--- src/acq_regs.svh ---
/*
 * Constants for the acquisition start and record capture block: timing,
 * header layout and stream widths.
 * Assumes a 50 MHz sample-side clock and inclusion by bare name.
 */
`ifndef ACQ_REGS_SVH
`define ACQ_REGS_SVH

// ---------------------------------------------------------------------------
// Timing
// ---------------------------------------------------------------------------
`define ACQ_CLK_KHZ 50000
`define ACQ_MAX_REC_MS 200
`define ACQ_MAX_REC_CYCLES (`ACQ_MAX_REC_MS * `ACQ_CLK_KHZ)

// ---------------------------------------------------------------------------
// Stream and header layout
// ---------------------------------------------------------------------------
`define ACQ_SAMPLE_W 16
`define ACQ_LANES 2
`define ACQ_TS_W 48
`define ACQ_SEQ_W 16
`define ACQ_HDR_WORDS 2
`define ACQ_HDR_LO_IDX 2'h2
`define ACQ_HDR_HI_IDX 2'h1
`define ACQ_FREQ_W 32
`define ACQ_BW_W 16
`define ACQ_DEC_LOG_W 4
`define ACQ_DEC_CNT_W 16

`endif

--- src/acq_pkg.sv ---
/*
 * Types shared by the acquisition control block and its channel paths.
 * Assumes acq_regs.svh is on the include path.
 */
`include "acq_regs.svh"

package acq_pkg;

    // -----------------------------------------------------------------------
    // Control states, one-hot
    // -----------------------------------------------------------------------
    typedef enum logic [4:0] {
        st_idle      = 5'h01,
        st_sync_wait = 5'h02,
        st_armed     = 5'h04,
        st_record    = 5'h08,
        st_stream    = 5'h10
    } acq_state_type;

    // -----------------------------------------------------------------------
    // Carriers
    // -----------------------------------------------------------------------
    typedef struct packed {
        logic [`ACQ_FREQ_W-1:0] freq;
        logic [`ACQ_BW_W-1:0] bw;
    } tune_type;

    typedef struct packed {
        logic is_header;
        logic [`ACQ_LANES-1:0] lane_valid;
        logic [`ACQ_LANES*`ACQ_SAMPLE_W-1:0] data;
    } stream_beat_type;

endpackage

--- src/acq_ctrl.sv ---
/*
 * Acquisition start, reference synchronisation and record capture toward
 * the DRAM FIFO write port, with two channel paths.
 * Assumes trigger, alignment strobe and reference arrive asynchronously on
 * pins, and that the DRAM FIFO accepts a beat whenever dram_ready_i is high.
 */
// Behaviour
// - Acquisition starts only on a trigger event
// - Phase lock enabled: triggers blocked until synced
// - After sync, first trigger starts acquisition
// - One full-rate record per time-slot trigger
// - Records written to DRAM FIFO at full rate
// - Record length up to 200 ms
// - Each I or Q sample is two bytes
// - Each down-converter bypasses independently
// - Retune centre and bandwidth immediately at run time
// - Stream indefinitely, records and continuous data
// - Per-channel output rate set independently
// - Record header: trigger time stamp, sequence number
// - Reference edge after strobe: lock NCOs, clear time
// - Decimation factor is a per-converter power of two
`include "acq_regs.svh"

module acq_ctrl
    import acq_pkg::*;
#(
    parameter int MAX_RECORD_CYCLES = `ACQ_MAX_REC_CYCLES,
    parameter int LEN_W = 24
)
(
    // Clock and reset
    input wire logic clock_i,
    input wire logic rst_n_i,
    // Asynchronous pins
    input wire logic trigger_i,
    input wire logic align_strobe_i,
    input wire logic ref_clk_i,
    // Acquisition control
    input wire logic arm_i,
    input wire logic continuous_i,
    input wire logic lock_enable_i,
    input wire logic [LEN_W-1:0] record_len_i,
    // Channel configuration
    input wire logic [`ACQ_LANES-1:0] bypass_i,
    input wire logic [`ACQ_LANES*`ACQ_DEC_LOG_W-1:0] dec_log2_i,
    input wire tune_type [`ACQ_LANES-1:0] tune_i,
    input wire logic [`ACQ_LANES-1:0] tune_load_i,
    // Samples
    input wire logic [`ACQ_LANES*`ACQ_SAMPLE_W-1:0] raw_i,
    input wire logic [`ACQ_LANES-1:0] raw_valid_i,
    input wire logic [`ACQ_LANES*`ACQ_SAMPLE_W-1:0] ddc_i,
    input wire logic [`ACQ_LANES-1:0] ddc_valid_i,
    // DRAM FIFO write port
    input wire logic dram_ready_i,
    output logic out_valid_o,
    output stream_beat_type out_beat_o,
    // Status and NCO control
    output logic sync_done_o,
    output logic acquiring_o,
    output logic overflow_o,
    output logic nco_lock_o,
    output tune_type [`ACQ_LANES-1:0] tune_o
);

    // -----------------------------------------------------------------------
    // Elaboration checks
    // -----------------------------------------------------------------------
    if (MAX_RECORD_CYCLES < 1 || MAX_RECORD_CYCLES >= (2 ** LEN_W))
    begin : g_bad_len
        $error("MAX_RECORD_CYCLES does not fit LEN_W");
    end

    localparam logic [LEN_W-1:0] MAX_LEN = LEN_W'(MAX_RECORD_CYCLES);

    function automatic logic rise(input logic prev, input logic cur);
        rise = cur && !prev;
    endfunction

    logic [1:0] rst_sync;
    logic rst_n;
    logic [1:0] trig_s, strobe_s, ref_s;
    logic trig_d, strobe_d, ref_d;
    logic trig_ev, strobe_ev, ref_ev;
    acq_state_type state;
    logic strobe_seen;
    logic [`ACQ_TS_W-1:0] timestamp;
    logic [`ACQ_TS_W-1:0] trig_time;
    logic [`ACQ_SEQ_W-1:0] seq;
    logic [1:0] hdr_left;
    logic [LEN_W-1:0] rec_left;
    logic [LEN_W-1:0] len_eff;
    logic [`ACQ_LANES*`ACQ_SAMPLE_W-1:0] lane_data;
    logic [`ACQ_LANES-1:0] lane_valid;
    logic start;

    // -----------------------------------------------------------------------
    // Reset release and pin synchronisers
    // -----------------------------------------------------------------------
    // Reset asserts at once and releases after two edges
    always_ff @(posedge clock_i or negedge rst_n_i)
    begin
        if (!rst_n_i)
            rst_sync <= 2'h0;
        else
            rst_sync <= {rst_sync[0], 1'b1};
    end
    assign rst_n = rst_sync[1];

    // Two flops per pin, then one delay flop for edge detection
    always_ff @(posedge clock_i or negedge rst_n)
    begin
        if (!rst_n)
        begin
            trig_s <= 2'h0;
            strobe_s <= 2'h0;
            ref_s <= 2'h0;
            trig_d <= 1'b0;
            strobe_d <= 1'b0;
            ref_d <= 1'b0;
        end
        else
        begin
            trig_s <= {trig_s[0], trigger_i};
            strobe_s <= {strobe_s[0], align_strobe_i};
            ref_s <= {ref_s[0], ref_clk_i};
            trig_d <= trig_s[1];
            strobe_d <= strobe_s[1];
            ref_d <= ref_s[1];
        end
    end

    assign trig_ev = rise(trig_d, trig_s[1]);
    assign strobe_ev = rise(strobe_d, strobe_s[1]);
    assign ref_ev = rise(ref_d, ref_s[1]);

    // Trigger only counts while armed; anything earlier is simply lost
    assign start = (state == st_armed) && arm_i && trig_ev;

    // Requested length clamped to the longest record, zero taken as one
    assign len_eff = (record_len_i > MAX_LEN) ? MAX_LEN :
                     (record_len_i == '0) ? LEN_W'(1) : record_len_i;

    // -----------------------------------------------------------------------
    // Control state machine
    // -----------------------------------------------------------------------
    always_ff @(posedge clock_i or negedge rst_n)
    begin
        if (!rst_n)
            state <= st_idle;
        else
        begin
            unique case (state)
                st_idle:
                    if (arm_i)
                        state <= lock_enable_i ? st_sync_wait : st_armed;
                st_sync_wait:
                    if (!arm_i)
                        state <= st_idle;
                    else if (strobe_seen && ref_ev)
                        state <= st_armed;
                st_armed:
                    if (!arm_i)
                        state <= st_idle;
                    else if (start)
                        state <= continuous_i ? st_stream : st_record;
                st_record:
                    if (!arm_i)
                        state <= st_idle;
                    else if (hdr_left == 2'h0 && rec_left == LEN_W'(1))
                        state <= st_armed;
                st_stream:
                    if (!arm_i)
                        state <= st_idle;
            endcase
        end
    end

    // Alignment strobe remembered until the next reference edge
    always_ff @(posedge clock_i or negedge rst_n)
    begin
        if (!rst_n)
            strobe_seen <= 1'b0;
        else if (state != st_sync_wait)
            strobe_seen <= 1'b0;
        else if (strobe_ev)
            strobe_seen <= 1'b1;
    end

    // Lock pulse and sync status
    always_ff @(posedge clock_i or negedge rst_n)
    begin
        if (!rst_n)
        begin
            nco_lock_o <= 1'b0;
            sync_done_o <= 1'b0;
        end
        else
        begin
            nco_lock_o <= (state == st_sync_wait) && arm_i && strobe_seen && ref_ev;
            if (state == st_idle && arm_i)
                sync_done_o <= !lock_enable_i;
            else if (state == st_sync_wait && arm_i && strobe_seen && ref_ev)
                sync_done_o <= 1'b1;
        end
    end

    // Time stamp counter cleared on the locking reference edge
    always_ff @(posedge clock_i or negedge rst_n)
    begin
        if (!rst_n)
            timestamp <= '0;
        else if (state == st_sync_wait && arm_i && strobe_seen && ref_ev)
            timestamp <= '0;
        else
            timestamp <= timestamp + `ACQ_TS_W'(1);
    end

    // -----------------------------------------------------------------------
    // Record bookkeeping
    // -----------------------------------------------------------------------
    always_ff @(posedge clock_i or negedge rst_n)
    begin
        if (!rst_n)
        begin
            trig_time <= '0;
            seq <= '0;
            hdr_left <= 2'h0;
            rec_left <= '0;
        end
        else if (state == st_idle)
        begin
            seq <= '0;
            hdr_left <= 2'h0;
        end
        else if (start && !continuous_i)
        begin
            trig_time <= timestamp;
            hdr_left <= 2'(`ACQ_HDR_WORDS);
            rec_left <= len_eff;
        end
        else if (state == st_record)
        begin
            if (hdr_left != 2'h0)
                hdr_left <= hdr_left - 2'h1;
            else
            begin
                rec_left <= rec_left - LEN_W'(1);
                if (rec_left == LEN_W'(1))
                    seq <= seq + `ACQ_SEQ_W'(1);
            end
        end
    end

    // -----------------------------------------------------------------------
    // Channel paths
    // -----------------------------------------------------------------------
    for (genvar g = 0; g < `ACQ_LANES; g++)
    begin : g_chan
        chan_path u_chan (
            .clock_i(clock_i),
            .rst_n_i(rst_n),
            .bypass_i(bypass_i[g]),
            .dec_log2_i(dec_log2_i[g*`ACQ_DEC_LOG_W +: `ACQ_DEC_LOG_W]),
            .tune_i(tune_i[g]),
            .tune_load_i(tune_load_i[g]),
            .raw_i(raw_i[g*`ACQ_SAMPLE_W +: `ACQ_SAMPLE_W]),
            .raw_valid_i(raw_valid_i[g]),
            .ddc_i(ddc_i[g*`ACQ_SAMPLE_W +: `ACQ_SAMPLE_W]),
            .ddc_valid_i(ddc_valid_i[g]),
            .sample_o(lane_data[g*`ACQ_SAMPLE_W +: `ACQ_SAMPLE_W]),
            .valid_o(lane_valid[g]),
            .tune_o(tune_o[g])
        );
    end

    // -----------------------------------------------------------------------
    // DRAM FIFO write stream
    // -----------------------------------------------------------------------
    // Header words first, then samples straight through at capture rate
    always_ff @(posedge clock_i or negedge rst_n)
    begin
        if (!rst_n)
        begin
            out_valid_o <= 1'b0;
            out_beat_o <= '0;
        end
        else if (state == st_record && hdr_left == `ACQ_HDR_LO_IDX)
        begin
            out_valid_o <= 1'b1;
            out_beat_o <= '{is_header: 1'b1, lane_valid: '0,
                            data: trig_time[31:0]};
        end
        else if (state == st_record && hdr_left == `ACQ_HDR_HI_IDX)
        begin
            out_valid_o <= 1'b1;
            out_beat_o <= '{is_header: 1'b1, lane_valid: '0,
                            data: {seq, trig_time[`ACQ_TS_W-1:32]}};
        end
        else if ((state == st_record || state == st_stream) && lane_valid != '0)
        begin
            out_valid_o <= 1'b1;
            out_beat_o <= '{is_header: 1'b0, lane_valid: lane_valid, data: lane_data};
        end
        else
            out_valid_o <= 1'b0;
    end

    // Acquisition status and lost-beat flag
    always_ff @(posedge clock_i or negedge rst_n)
    begin
        if (!rst_n)
        begin
            acquiring_o <= 1'b0;
            overflow_o <= 1'b0;
        end
        else
        begin
            acquiring_o <= (state == st_record) || (state == st_stream);
            if (out_valid_o && !dram_ready_i)
                overflow_o <= 1'b1;
            else if (state == st_idle && arm_i)
                overflow_o <= 1'b0;
        end
    end

endmodule // acq_ctrl

--- src/chan_path.sv ---
/*
 * One down-converter output path: bypass select, power-of-two decimation,
 * two-byte sample word and run-time retuning registers.
 * Assumes samples and strobes are synchronous to clock_i and that the
 * mixer and filters sit outside this module.
 */
`include "acq_regs.svh"

module chan_path
    import acq_pkg::*;
(
    // Clock and reset
    input wire logic clock_i,
    input wire logic rst_n_i,
    // Configuration
    input wire logic bypass_i,
    input wire logic [`ACQ_DEC_LOG_W-1:0] dec_log2_i,
    input wire tune_type tune_i,
    input wire logic tune_load_i,
    // Samples
    input wire logic [`ACQ_SAMPLE_W-1:0] raw_i,
    input wire logic raw_valid_i,
    input wire logic [`ACQ_SAMPLE_W-1:0] ddc_i,
    input wire logic ddc_valid_i,
    // Outputs
    output logic [`ACQ_SAMPLE_W-1:0] sample_o,
    output logic valid_o,
    output tune_type tune_o
);

    logic [`ACQ_DEC_CNT_W-1:0] dec_cnt;
    logic [`ACQ_DEC_CNT_W-1:0] dec_mask;

    // -----------------------------------------------------------------------
    // Decimation
    // -----------------------------------------------------------------------
    // Factor is always 2^dec_log2, so a mask on a free counter suffices
    assign dec_mask = (`ACQ_DEC_CNT_W'(1) << dec_log2_i) - `ACQ_DEC_CNT_W'(1);

    // Counts processed samples; restarts when bypassed
    always_ff @(posedge clock_i or negedge rst_n_i)
    begin
        if (!rst_n_i)
            dec_cnt <= '0;
        else if (bypass_i)
            dec_cnt <= '0;
        else if (ddc_valid_i)
            dec_cnt <= dec_cnt + `ACQ_DEC_CNT_W'(1);
    end

    // Output word: raw in bypass, kept decimated sample otherwise
    always_ff @(posedge clock_i or negedge rst_n_i)
    begin
        if (!rst_n_i)
        begin
            sample_o <= '0;
            valid_o <= 1'b0;
        end
        else if (bypass_i)
        begin
            sample_o <= raw_i;
            valid_o <= raw_valid_i;
        end
        else
        begin
            sample_o <= ddc_i;
            valid_o <= ddc_valid_i && ((dec_cnt & dec_mask) == '0);
        end
    end

    // -----------------------------------------------------------------------
    // Retuning
    // -----------------------------------------------------------------------
    // New centre and bandwidth take effect on the next edge, no restart
    always_ff @(posedge clock_i or negedge rst_n_i)
    begin
        if (!rst_n_i)
            tune_o <= '0;
        else if (tune_load_i)
            tune_o <= tune_i;
    end

endmodule // chan_path

--- config.mk ---
export PLATFORM = sky130hd
export DESIGN_NAME = acq_ctrl
export DESIGN_NICKNAME = d
export VERILOG_FILES = /design/src/acq_pkg.sv /design/src/acq_ctrl.sv /design/src/chan_path.sv
export VERILOG_INCLUDE_DIRS = /design/src
export SDC_FILE = /design/constraint.sdc
export NUM_CORES = 1
export LEC_CHECK = 0
export BUFFER_PORTS_ARGS = -buffer_cell sky130_fd_sc_hd__buf_2
export CAP_MARGIN = 25
export CORE_ASPECT_RATIO = 0.9
export CORE_MARGIN = 3
export CORE_UTILIZATION = 55
export CTS_CLUSTER_DIAMETER = 150
export DETAILED_ROUTE_END_ITERATION = 10
export HOLD_SLACK_MARGIN = 0.02
export PLACE_DENSITY = 0.91
export SYNTH_ARGS = -nofsm -noshare
export SYNTH_HDL_FRONTEND = slang
export SYNTH_HIERARCHICAL = 1
export SYNTH_SLANG_ARGS = --single-unit
--- constraint.sdc ---
create_clock -name clock_i -period 13.03 [get_ports clock_i]
set_input_delay 0.6515 -clock clock_i [delete_from_list [all_inputs] [get_ports clock_i]]
set_output_delay 0.6515 -clock clock_i [all_outputs]
set_load 0.01 [all_outputs]
==> flow_metrics.tcl <==
set metrics [dict create \
    syn_avg_cell_area_um2 10.7 \
    fin_ws_ns 9.70 \
    yosys-top-cells-area "dfrtp_1 53%, mux2_2 11%, nand2_1 4.3%" \
    grt_setup_unrepaired "no" \
    fillCellCount 2077 \
    fin_nets 2080 \
    hold_viol 0 \
    gp_congestion 0.901 \
    drtAntennaViolNets 0 \
    synthMuxAreaShare_pct 13.0 \
    grt_pass1_wl_mm 71.7 \
    min_period_ns 3.33 \
    fin_crit_sh_pct 25.6 \
    synth.distinct_cells 71 \
    power_frac_comb_pct 19.1 \
    slew_viol_final 0 \
    power_switching_share_pct 29.2 \
    grt_usage_pct 27.3 \
    drive_gt1_share_pct 32.2 \
    place_ws_ns 9.46 \
    ff_latch_area_um2 8890 \
    postCtsSetupBuffers 0 \
    cpMaxStageDelayCell "and3_2" \
    start_util_pct 56.8 \
    clock_path_buffers 3 \
    final_util_pct 67.6 \
    first_global_vias 13700 \
    synthCells 1557 \
    yosys_register_bits 355 \
    yosysTopAreaCell "dfrtp_1" \
    cp_num_buf_inv 0 \
    status "complete, no violations" \
    syn_area_um2 16700 \
    peakVddDrop_uv 103 \
    placedCellCount 2212 \
    hold_path_depth 1 \
    drc 0 \
    post_drt_wl_per_cell_um 20.3 \
    vias_per_cell 6.01 \
    cts_hold_buf 1 \
    worstSetupPathType "register to register" \
    num_rows 59 \
    ys_warn_count 6 \
    synth_nets 1777 \
    sequentialPowerShare_pct 47.2 \
    wirelength_mm 46.4 \
    critPathCaptureType "register" \
    cts_resized 0 \
    fin_cells 2280 \
    synth_ff_type "dfrtp_1" \
    cp.required_ns 13.38 \
    max_cap_viol_count 0 \
    setup_violations 0 \
    cts.sinks 355 \
    relSlewSlack_pct 29.5 \
    hp-class "primary input to register" \
    rr_worst_depth 4 \
    cts_tree "yes" \
    dieArea_um2 32500 \
    critPathLaunchType "register" \
    clk_pin_slew_ns 0.06 \
    clk_latency_ns 0.53 \
    synthAdderAreaFrac_pct 0.824 \
    synth_xor_area_share_pct 3.78 \
    dp_hpwl_mm 32.2 \
    core_area_um2 29400 \
    yosysSeqAreaShare_pct 53.2 \
    syn_to_final_growth_pct 18.9 \
    synth_edf_count 0 \
    via_count 13700 \
    timing.hold.ws_ns 0.220 \
    worst_path_dominant_cell_family "simple AND/OR/NAND/NOR gates" \
    die_x_um 190 \
    synthArstFlopShare_pct 100 \
    cts_buffers 37 \
    worst_ep_arrival_time_ns 3.68 \
    synth-simple-area-share_pct 18.1 \
    p_sw_mw 0.897 \
    ios 345 \
    die_h_um 171 \
    antenna_found_initial 2 \
    cp_max_fo 53 \
    htree_levels 2 \
    cp_num_cells 4 \
    intPower_mw 2.17 \
    finClkSkew_ns 0.0242 \
    clock.fmax_mhz 300 \
    drt-pass1-iter-count 5 \
    clkPwrFrac_pct 33.8 \
    io_buffers 344 \
    grt_max_degree 95 \
    drt_iter0_markers 1157 \
    leakage_nw 9.09 \
    overflow 0 \
    cp_cell_sequence "nor4bb_1, and3_2, o311a_1, a211oi_1" \
    powerDensity_nw_per_um2 154 \
    root_buffer "clkbuf_16" \
    synth-compound-area-share_pct 7.85 \
    tightest_slew_ns 1.06 \
    cp_slowest_stage_delay_ns 0.98 \
    rrSetupSlack_ns 9.70 \
    yosys.area.top_type_share_pct 53.0 \
    synth_top_family_by_area "simple AND/OR/NAND/NOR gates" \
    finalSetupTns_ns 0 \
    multi_input_area_um2 7300 \
]
-- Yosys cell counts, types with 7 or more instances --
cell	number
xor2_1	34
nand3_1	48
buf_2	22
o211ai_1	7
nand4b_1	7
and4_1	16
nand2_1	190
a21oi_1	89
a211oi_1	15
ha_1	11
or4_1	24
nand2b_1	8
or3_1	25
or2_2	8
o31ai_1	14
clkbuf_1	58
mux2i_1	36
nand4_1	37
mux2_2	161
and2_1	19
xnor2_1	38
nor3_1	25
nor4_1	14
and3_1	14
o21ai_0	48
dfrtp_1	354
inv_1	24
nor2_1	117
-- cell usage in the layout, fill, tap and decap left out, types with 11 or more instances in the layout --
cell       instances
nand2_1          190
and4_1            16
nand4_1           37
clkbuf_16         37
or3_1             25
dfrtp_1          353
nor2_1           117
and2_1            19
buf_2            345
mux2i_1           36
xnor2_1           38
mux2_2           161
a211oi_1          15
inv_1             24
nor4_1            14
or4_1             24
a21oi_1           89
ha_1              11
xor2_1            34
o31ai_1           14
nand3_1           46
nor3_1            25
and3_1            12
o21ai_0           48
-- final timing paths --
kind,from,endpoint
max in group asynchronous,rst_sync[1]$_DFF_PN0_,out_beat_o[30]$_DFFE_PN0P_
max,state[3]$_DFFE_PN0P_,rec_left[14]$_DFFE_PN0P_
min in group asynchronous,rst_sync[1]$_DFF_PN0_,g_chan[1].u_chan/tune_o[44]$_DFFE_PN0P_
max reg2reg,state[3]$_DFFE_PN0P_,rec_left[14]$_DFFE_PN0P_
min,ref_clk_i,ref_s[0]$_DFF_PN0_
min reg2reg,rst_sync[1]$_DFF_PN0_,g_chan[1].u_chan/tune_o[44]$_DFFE_PN0P_
-- routing by layer --
layer	GRT usage, %	wire length [um]	vias up
met5	0	0	-
met4	11.1	1810	0
met3	4.75	3170	144
met2	46.0	23600	586
met1	35.5	17800	6866
li1	-	-	6115
-- power groups by stage --
stage                     Clock (mW)  Combinational (mW)  Sequential, mW
after floorplan                    0               0.315            1.46
after global placement             0               0.541            1.45
after detailed placement           0               0.572            1.46
after CTS                       1.04               0.580            1.44
after global routing            1.09               0.639            1.47
final                           1.04               0.586            1.45
-- per-stage QoR --
step / area, um2 / power (mW)
final: 19900 / 3.07
after floorplan: 16700 / 1.78
after detailed placement: 18600 / 2.03
after CTS: 19800 / 3.07
after global placement: 18500 / 1.99
after global routing: 19900 / 3.20
-- cells by family (layout without fill, tap and decap cells) --
kind of cell,count (synthesis),count (layout)
muxes,197,197
adders and majority gates,11,11
AOI/OAI and AO/OA,215,215
xor gates and xnor gates,72,72
DFF,355,355
other,1,3
buffers and inverters,118,443
and+or+nand+nor,588,588
-- state kept, by name, summed over array words and instances (netlist names), 5 cells and up --
register and cells:
out_beat_o 35, state 5, g_chan.u_chan/dec_cnt 30, g_chan.u_chan/tune_o 96
seq 16, g_chan.u_chan/sample_o 32, rec_left 24, timestamp 48
trig_time 48
-- layout make-up --
cell class	count	share of cell area [%]
Sequential cell	355	44.8
Multi-Input combinational cell	1084	36.8
Timing Repair Buffer	358	9.58
Clock buffer	48	5.07
Tap cell	396	2.49
Clock inverter	13	0.851
Inverter	24	0.454
Antenna cell	2	0.0252
No activity file was read; power rests on OpenSTA's default activity.
